## src/rtl/lfdfs_pkg.sv

```systemverilog
// Shared types and constants for the lamp dimming and fault sequencer.
// Assumes comparator outputs arrive as plain logic levels from the
// analog front end, asynchronous to clk_in.

`default_nettype none

package lfdfs_pkg;

    // ------------------------------------------------------------------
    // Startup stages, ordered by rising startup-timing voltage
    // ------------------------------------------------------------------
    typedef enum logic [2:0]
    {
        ST_OFF     = 3'h0,
        ST_CORE    = 3'h1,
        ST_DRIVE   = 3'h2,
        ST_DETECT  = 3'h3,
        ST_DIMMING = 3'h4
    } lfdfs_stage_t;

    // ------------------------------------------------------------------
    // Comparator bundles
    // ------------------------------------------------------------------
    // Startup-timing comparators: above 0.5 V, 1 V, 3 V, 4 V
    typedef struct packed
    {
        logic above_0v5;
        logic above_1v0;
        logic above_3v0;
        logic above_4v0;
    } lfdfs_startup_t;

    // Dimming ramp comparators and digital dimming pins
    typedef struct packed
    {
        logic ramp_at_peak;
        logic ramp_at_valley;
        logic ramp_above_dim;
        logic dim_below_valley;
        logic brightness_control;
        logic dimming_sync;
    } lfdfs_dim_t;

    // One resonant tank: cycle marker and the 7.8 V drop comparator
    typedef struct packed
    {
        logic tank_cycle;
        logic tank_drop;
    } lfdfs_tank_t;

    // ------------------------------------------------------------------
    // Counts and register map
    // ------------------------------------------------------------------
    localparam int          CH_NUM         = 2;
    localparam int          CNT_W          = 5;
    localparam logic [4:0]  OPEN_LAMP_TRIP = 5'h10;
    localparam logic [4:0]  CNT_RESET      = 5'h00;

    localparam int          ADDR_W         = 4;
    localparam logic [3:0]  REG_CTRL       = 4'h0;
    localparam logic [3:0]  REG_STATUS     = 4'h4;
    localparam logic [3:0]  REG_COUNT      = 4'h8;
    localparam logic        CTRL_SYNC_RST  = 1'h1;

endpackage

`default_nettype wire

```

## src/rtl/lfdfs_core.sv

```systemverilog
// Digital core of a dual-channel backlight lamp controller: startup
// stepping, dimming mode latch, dimming PWM, open-lamp fault latch.
// Assumes all comparator inputs are asynchronous and a power-on reset
// drives rst_in; register port is a plain strobe port on clk_in.
//
// Behaviour
// - Latch dimming mode from sync at crossing
// - Digital mode: brightness input gates outputs directly
// - Analog mode: brightness sets lamp-on fraction
// - PWM on at discharge, off at crossing
// - Sync pulse ends charge, starts discharge
// - Stage enables at 0.5 V and 1 V
// - Detection off until open-lamp enable level
// - Count up on tank cycle with drop
// - Count down on tank cycle without drop
// - Count sixteen latches fault, outputs off
// - Fault cleared only by power cycle
// - Detection enabled only above 3.0 V
// - Dimming enabled only above 4.0 V

`timescale 1ns/10ps
`default_nettype none

module lfdfs_core
(
    input  wire logic                    clk_in,      // 250 MHz clock
    input  wire logic                    rst_in,      // Sync reset, high
    input  wire lfdfs_pkg::lfdfs_startup_t startup_in, // Startup levels
    input  wire lfdfs_pkg::lfdfs_dim_t   dim_in,      // Dimming inputs
    input  wire lfdfs_pkg::lfdfs_tank_t  tank_a_in,   // Tank A sense
    input  wire lfdfs_pkg::lfdfs_tank_t  tank_b_in,   // Tank B sense
    input  wire logic [3:0]              addr_in,     // Register address
    input  wire logic [31:0]             wdata_in,    // Write data
    input  wire logic                    wr_in,       // Write strobe
    input  wire logic                    rd_in,       // Read strobe
    output logic [31:0]                  rdata_out,   // Read data
    output logic                         gate_drive_a_out, // Channel A
    output logic                         gate_drive_b_out, // Channel B
    output logic                         ramp_discharge_out, // Ramp dir
    output logic                         dim_pwm_out, // Dimming PWM
    output logic                         fault_out,   // Open-lamp fault
    output logic                         digital_mode_out // Digital mode
);

    // ------------------------------------------------------------------
    // Input synchronisers
    // ------------------------------------------------------------------
    localparam int PIN_W = 14;

    logic [PIN_W-1:0]          pin_raw;
    logic [PIN_W-1:0]          pin_meta_r;
    logic [PIN_W-1:0]          pin_sync_r;
    lfdfs_pkg::lfdfs_startup_t startup_s;
    lfdfs_pkg::lfdfs_dim_t     dim_s;
    lfdfs_pkg::lfdfs_tank_t    tank_s [lfdfs_pkg::CH_NUM];

    assign pin_raw = {startup_in, dim_in, tank_a_in, tank_b_in};

    always_ff @(posedge clk_in)
    begin
        pin_meta_r <= pin_raw;
        pin_sync_r <= pin_meta_r;
    end

    assign startup_s = pin_sync_r[13:10];
    assign dim_s     = pin_sync_r[9:4];
    assign tank_s[0] = pin_sync_r[3:2];
    assign tank_s[1] = pin_sync_r[1:0];

    // ------------------------------------------------------------------
    // Edge history
    // ------------------------------------------------------------------
    logic                    above_4v0_prev_r;
    logic                    sync_prev_r;
    logic                    dim_cross;
    logic                    sync_pulse;

    always_ff @(posedge clk_in)
    begin
        if (rst_in)
        begin
            above_4v0_prev_r <= 1'h0;
            sync_prev_r      <= 1'h0;
        end
        else
        begin
            above_4v0_prev_r <= startup_s.above_4v0;
            sync_prev_r      <= dim_s.dimming_sync;
        end
    end

    assign dim_cross  = startup_s.above_4v0 & ~above_4v0_prev_r;
    assign sync_pulse = dim_s.dimming_sync & ~sync_prev_r;

    // ------------------------------------------------------------------
    // Startup stage
    // ------------------------------------------------------------------
    lfdfs_pkg::lfdfs_stage_t stage_r;
    lfdfs_pkg::lfdfs_stage_t stage_nxt;
    logic                    core_on;
    logic                    drive_on;
    logic                    detect_on;
    logic                    dimming_on;

    // Past the 0.5 V check, levels are taken highest first so a slow
    // comparator cannot hold the stage below a level already reached
    always_comb
    begin
        if (!startup_s.above_0v5)
            stage_nxt = lfdfs_pkg::ST_OFF;
        else if (startup_s.above_4v0)
            stage_nxt = lfdfs_pkg::ST_DIMMING;
        else if (startup_s.above_3v0)
            stage_nxt = lfdfs_pkg::ST_DETECT;
        else if (startup_s.above_1v0)
            stage_nxt = lfdfs_pkg::ST_DRIVE;
        else
            stage_nxt = lfdfs_pkg::ST_CORE;
    end

    always_ff @(posedge clk_in)
    begin
        if (rst_in)
            stage_r <= lfdfs_pkg::ST_OFF;
        else
            stage_r <= stage_nxt;
    end

    always_comb
    begin
        core_on    = 1'h0;
        drive_on   = 1'h0;
        detect_on  = 1'h0;
        dimming_on = 1'h0;
        unique case (stage_r)
            lfdfs_pkg::ST_OFF:
            begin
                core_on = 1'h0;
            end
            lfdfs_pkg::ST_CORE:
            begin
                core_on = 1'h1;
            end
            lfdfs_pkg::ST_DRIVE:
            begin
                core_on  = 1'h1;
                drive_on = 1'h1;
            end
            lfdfs_pkg::ST_DETECT:
            begin
                core_on   = 1'h1;
                drive_on  = 1'h1;
                detect_on = 1'h1;
            end
            lfdfs_pkg::ST_DIMMING:
            begin
                core_on    = 1'h1;
                drive_on   = 1'h1;
                detect_on  = 1'h1;
                dimming_on = 1'h1;
            end
            default:
            begin
                core_on = 1'h0;
            end
        endcase
    end

    // ------------------------------------------------------------------
    // Control register
    // ------------------------------------------------------------------
    logic sync_accept_r;

    always_ff @(posedge clk_in)
    begin
        if (rst_in)
            sync_accept_r <= lfdfs_pkg::CTRL_SYNC_RST;
        else if (wr_in && addr_in == lfdfs_pkg::REG_CTRL)
            sync_accept_r <= wdata_in[0];
    end

    // ------------------------------------------------------------------
    // Dimming mode latch
    // ------------------------------------------------------------------
    logic digital_r;

    // Re-latched on every upward crossing while the core is on, so apart
    // from reset a dip below the threshold is the only way to change mode
    always_ff @(posedge clk_in)
    begin
        if (rst_in)
            digital_r <= 1'h0;
        else if (core_on && dim_cross)
            digital_r <= dim_s.dimming_sync;
    end

    // ------------------------------------------------------------------
    // Dimming oscillator and PWM
    // ------------------------------------------------------------------
    logic discharge_r;
    logic pwm_r;
    logic charge_end;
    logic charge_start;

    // Sync is honoured only in the charge phase; a pulse arriving during
    // discharge would otherwise shorten the lamp-on time
    assign charge_end   = ~discharge_r &
                          (dim_s.ramp_at_peak |
                           (sync_pulse & sync_accept_r));
    assign charge_start = discharge_r & dim_s.ramp_at_valley;

    always_ff @(posedge clk_in)
    begin
        if (rst_in || !core_on)
            discharge_r <= 1'h0;
        else if (charge_end)
            discharge_r <= 1'h1;
        else if (charge_start)
            discharge_r <= 1'h0;
    end

    always_ff @(posedge clk_in)
    begin
        if (rst_in || !core_on)
            pwm_r <= 1'h0;
        else if (charge_end)
            pwm_r <= 1'h1;
        else if (charge_start && dim_s.dim_below_valley)
            pwm_r <= 1'h0;
        else if (!discharge_r && dim_s.ramp_above_dim)
            pwm_r <= 1'h0;
    end

    // ------------------------------------------------------------------
    // Open-lamp counters, one per channel
    // ------------------------------------------------------------------
    logic [lfdfs_pkg::CNT_W-1:0]  cnt_r [lfdfs_pkg::CH_NUM];
    logic [lfdfs_pkg::CH_NUM-1:0] trip;
    logic                         fault_r;

    genvar ch;
    generate
        for (ch = 0; ch < lfdfs_pkg::CH_NUM; ch++)
        begin : g_chan
            logic cycle_prev_r;
            logic cycle_pulse;

            assign cycle_pulse = tank_s[ch].tank_cycle & ~cycle_prev_r;

            always_ff @(posedge clk_in)
            begin
                if (rst_in)
                    cycle_prev_r <= 1'h0;
                else
                    cycle_prev_r <= tank_s[ch].tank_cycle;
            end

            always_ff @(posedge clk_in)
            begin
                if (rst_in || !core_on)
                    cnt_r[ch] <= lfdfs_pkg::CNT_RESET;
                else if (detect_on && !fault_r && cycle_pulse)
                begin
                    if (tank_s[ch].tank_drop)
                        cnt_r[ch] <= cnt_r[ch] + 5'h01;
                    else if (cnt_r[ch] != lfdfs_pkg::CNT_RESET)
                        cnt_r[ch] <= cnt_r[ch] - 5'h01;
                end
            end

            assign trip[ch] = (cnt_r[ch] == lfdfs_pkg::OPEN_LAMP_TRIP);
        end
    endgenerate

    // ------------------------------------------------------------------
    // Fault latch
    // ------------------------------------------------------------------
    // Only reset or a discharged startup-timing input clears it; no register
    // write or other pin touches it
    always_ff @(posedge clk_in)
    begin
        if (rst_in || !core_on)
            fault_r <= 1'h0;
        else if (|trip)
            fault_r <= 1'h1;
    end

    // ------------------------------------------------------------------
    // Gate drive outputs
    // ------------------------------------------------------------------
    logic dim_gate;
    logic drive_a_r;
    logic drive_b_r;

    // Below the dimming level the lamps run at full duty
    assign dim_gate = !dimming_on ? 1'h1 :
                      digital_r   ? dim_s.brightness_control :
                                    pwm_r;

    always_ff @(posedge clk_in)
    begin
        if (rst_in)
        begin
            drive_a_r <= 1'h0;
            drive_b_r <= 1'h0;
        end
        else
        begin
            drive_a_r <= drive_on & ~fault_r & ~(|trip) & dim_gate;
            drive_b_r <= drive_on & ~fault_r & ~(|trip) & dim_gate;
        end
    end

    // ------------------------------------------------------------------
    // Register read port
    // ------------------------------------------------------------------
    always_ff @(posedge clk_in)
    begin
        if (rst_in)
            rdata_out <= 32'h0;
        else if (rd_in)
        begin
            unique case (addr_in)
                lfdfs_pkg::REG_CTRL:
                    rdata_out <= {31'h0, sync_accept_r};
                lfdfs_pkg::REG_STATUS:
                    rdata_out <= {24'h0, digital_r, fault_r, pwm_r,
                                  discharge_r, 1'h0, stage_r};
                lfdfs_pkg::REG_COUNT:
                    rdata_out <= {19'h0, cnt_r[1], 3'h0, cnt_r[0]};
                default:
                    rdata_out <= 32'h0;
            endcase
        end
        else
            rdata_out <= 32'h0;
    end

    assign gate_drive_a_out   = drive_a_r;
    assign gate_drive_b_out   = drive_b_r;
    assign ramp_discharge_out = discharge_r;
    assign dim_pwm_out        = pwm_r;
    assign fault_out          = fault_r;
    assign digital_mode_out   = digital_r;

endmodule

`default_nettype wire

```

## config.mk

```make
export PLATFORM = sky130hd
export DESIGN_NAME = lfdfs_core
export DESIGN_NICKNAME = d
export VERILOG_FILES = /design/src/rtl/lfdfs_pkg.sv /design/src/rtl/lfdfs_core.sv
export SDC_FILE = /design/constraint.sdc
export NUM_CORES = 1
export LEC_CHECK = 0
export BUFFER_PORTS_ARGS = -buffer_cell sky130_fd_sc_hd__buf_2
export CAP_MARGIN = 20
export CORE_UTILIZATION = 46
export CTS_BUF_LIST = sky130_fd_sc_hd__clkbuf_4 sky130_fd_sc_hd__clkbuf_8 sky130_fd_sc_hd__clkbuf_16
export CTS_CLUSTER_SIZE = 12
export DETAILED_ROUTE_END_ITERATION = 8
export PLACE_DENSITY_LB_ADDON = 0.08
export SLEW_MARGIN = 0
export SYNTH_ARGS = -nofsm -noshare
export SYNTH_HDL_FRONTEND = slang
export SYNTH_SLANG_ARGS = --single-unit
```

## constraint.sdc

```tcl
create_clock -name clk_in -period 3.4 [get_ports clk_in]
set_clock_uncertainty 0.05 [all_clocks]
set_input_delay 0.17 -clock clk_in [delete_from_list [all_inputs] [get_ports clk_in]]
set_output_delay 0.17 -clock clk_in [all_outputs]
set_load 0.005 [all_outputs]
```

==> results.md <==
- Pins Over Slew Limit: 0
- MaxCap Viol Count: 0
- Critical Path RT: 3530 ps
- Hold Startpoint: wr_in
- CP max stage delay: 450 ps
- Crit path arrival time: 3270 ps
- Worst vdd ir: about 0.38 mV
- Final Cycle Share: 92.17%
- Die area: ~5600 sq um
- Cell internal pwr: ~0.0012 W
- Synth area leader: dfxtp_1
- Synth Flop Type: dfxtp_1
- Worst r2r src: stage_r[2]$_SDFF_PP0_
- CTS tree: done
- Cell count after synthesis: 214
- RSZ-0062 raised after global routing: false
- I/O Pins: approximately 90
- Area contributors post-synth: dfxtp_1 45%, edfxtp_1 12%, buf_4 6.2%
- P_sw: 0.0003788 W
- EDFF count, synth: 10
- Slowest stage cell, crit path: or3b_4
- Drc violations: 0
- CP startpoint kind: flip-flop
- Synth top area share: 44.65%
- Antenna violations before repair: 0
- All-Layer GR Usage: 16.20%
- Relative slew slack: 47.01%
- Clk buf depth: 2
- Root Buffer: clkbuf_8
- Final-report hold violation count: 0
- Synth async-reset ratio: 0%
- Overall die width: 74.55 microns
- Die height: 74.55 microns
- Antenna cells: 0
- DP HPWL: 2700 microns
- Outcome: finished, final reports clean
- Sequential power share: between 50 and 60%
- Non-filler cells, final: 352
- Total wire length: 3858 microns
- Area Growth Syn to Fin: 23.05%
- Power per cell area: 519.9 nW/um^2
- R2R depth: 9
- Placed instance count: 321
- WHS Path Cells: 2
- Critical Path, Cell by Cell: or3b_4 -> a2111oi_4 -> nand2_2 -> nor3_4 -> ha_1 -> a21o_1 -> a2111oi_0 -> a211oi_1 -> a211oi_2
- Clock power share: 40.1%
- Hold Path End: sync_accept_r$_SDFFE_PP1P_
- Mapped Area: 2421 sq um
- Largest net degree at the start of global routing: 14
- Endpoints failing setup: 0
- GRT overflow: 0
- Drt pass-1 iters: 4
- Antenna viol nets, final: 0
- R2r setup slk: 270 ps
- Commonest non-fill, non-tap cell in the layout: dfxtp_1
- Via density: 4.438
- Comb power frac: 6.7%
- First-pass GRT wire length: 6327 microns
- Fill count: approximately 450
- DR WL/cell: between 10 and 15 microns
- CP Max Fanout: 6
- Setup Buffers After CTS: 0
- IO Port Bufs: 41
- Crit. End Element: flip-flop
- Post-synthesis register bit count: 64
- Crit Path Class: flip-flop to flip-flop
- H-tree depth: 3
- CTS buffer count: 9
- Final Wtd Congestion: 0.8028
- Clock sink count: 64
- Core area: just over 5000 sq um
- Post-synthesis sequential area ratio: 57.05%
- Total Power: 0.001549 W
- Avg Cell Area, Syn: 11.31 sq um
- Vias in the first global route: 1369
- Fmax: 319.1 MHz
- Final setup TNS: 0 ps
- Distinct cells, synth: 46
- Warnings, synthesis: 0
- Minimum clock period: 3134 ps
- Pleak: around 1.3 nW
- Worst-Margin Slew: ~790 ps
- Share of cells above drive strength 1: 24.11%
- # rows: 26
- Clock latency on the worst-skew pair: 340 ps
- Via count: 1562
- Reg clk slew, reported paths: ~70 ps
- Hold Crit Class: input port to flip-flop
- Starting Density: 47.71%
- First DRT Iteration DRCs: 71
- Worst R2R End: cnt_r[1][4]$_SDFFCE_PN0P_
- Final nets: 337
- Switch share: 24.46%
- Commonest non-fill, non-tap cells in the layout: 54 x dfxtp_1, 41 x buf_2, 22 x nor2_1
[routing by layer]
layer	vias up	global-route usage, %	wire, microns	share of wire (%)
met3	4	7.317	183	4.7
li1	833	-	-	-
met4	0	9.434	55	1.4
met5	-	0	0	0
met2	36	25.13	1841	48
met1	689	18.44	1777	46
[power groups by stage]
stage	sequential, W	combinational [W]	clock [W]
finish	0.000825	0.000103	0.000621
floorplan	0.000833	0.0000810	0
global route	0.000829	0.000118	0.000686
detailed placement	0.000842	0.0000894	0
CTS	0.000825	0.000103	0.000651
global placement	0.000841	0.0000884	0
[logic make-up (layout without fill, tap and decap cells)]
kind of cell	count (synthesis)	after routing	synth area share (%)
flip-flops	64	64	57.05
XOR/XNOR	5	5	1.809
AND/OR/NAND/NOR	74	74	17.73
buffers and inverters	31	81	7.907
other	1	19	0.1549
multiplexers	3	3	1.240
adder cells (fa/ha/maj)	6	6	3.411
AO/OA/AOI/OAI	30	30	10.70
[cells in the mapped netlist (3+ instances only)]
cell type,instances
dfxtp_1,54
nor2_1,22
buf_4,20
and2_1,10
edfxtp_1,10
inv_1,9
nor2b_1,9
ha_1,5
nand2_1,5
a21oi_1,4
a22oi_1,4
nor3_1,4
o21ai_0,4
a21o_1,3
mux2i_1,3
nor4b_1,3
xnor2_1,3
[layout make-up]
class	instances	area (sq um)	area share [%]
clock buffers	10	148.9	4.998
clock inverters	6	50.05	1.680
inverters	9	33.78	1.134
multi-input cells	137	922.1	30.95
flip-flops and latches	64	1381	46.37
well taps	70	87.58	2.940
repair buffers	56	355.3	11.93
[metrics by stage]
stage	instance area [sq um]	hold WS, ps	setup WS, ps	util [%]
finish	2979	42.82	266.2	58.70
global route	2979	40.34	44.92	58.70
CTS	2973	17.61	199.3	58.58
detailed placement	2624	223.6	234.0	51.70
global placement	2624	222.7	252.6	51.70
floorplan	2489	147.7	518.4	-
[state kept, by name (all words and copies together), names as in the netlist, 2 cells and up]
signal and cells:
cnt_r 10, g_chan.cycle_prev_r 2, pin_meta_r 14, pin_sync_r 14, rdata_out 13, stage_r 3
[critical path: cells and delay by family (launching register included)]
kind	cells	cell delay, ps
compound gates	5	1350
simple gates	3	850
fa+ha+maj	1	310
flops	1	410
[how the worst max path moves through the flow]
stage                                from                        end  slack, ps  depth (start not counted)
floorplan           stage_r[2]$_SDFF_PP0_  cnt_r[1][4]$_SDFFCE_PN0P_        520                          9
finish              stage_r[2]$_SDFF_PP0_  cnt_r[1][4]$_SDFFCE_PN0P_        270                          9
CTS                 stage_r[2]$_SDFF_PP0_  cnt_r[1][4]$_SDFFCE_PN0P_        200                          9
detailed placement  stage_r[2]$_SDFF_PP0_  cnt_r[1][4]$_SDFFCE_PN0P_        230                          9
global route        stage_r[2]$_SDFF_PP0_  cnt_r[1][4]$_SDFFCE_PN0P_         40                          9
global placement    stage_r[2]$_SDFF_PP0_  cnt_r[1][4]$_SDFFCE_PN0P_        250                          9
[timing repair]
item	CTS	global route
endpoints found under the hold margin	15	0
setup endpoints to repair	0	1
resized for setup	0	1
hold buffers	15	0
(Power assumes the default switching activity.)
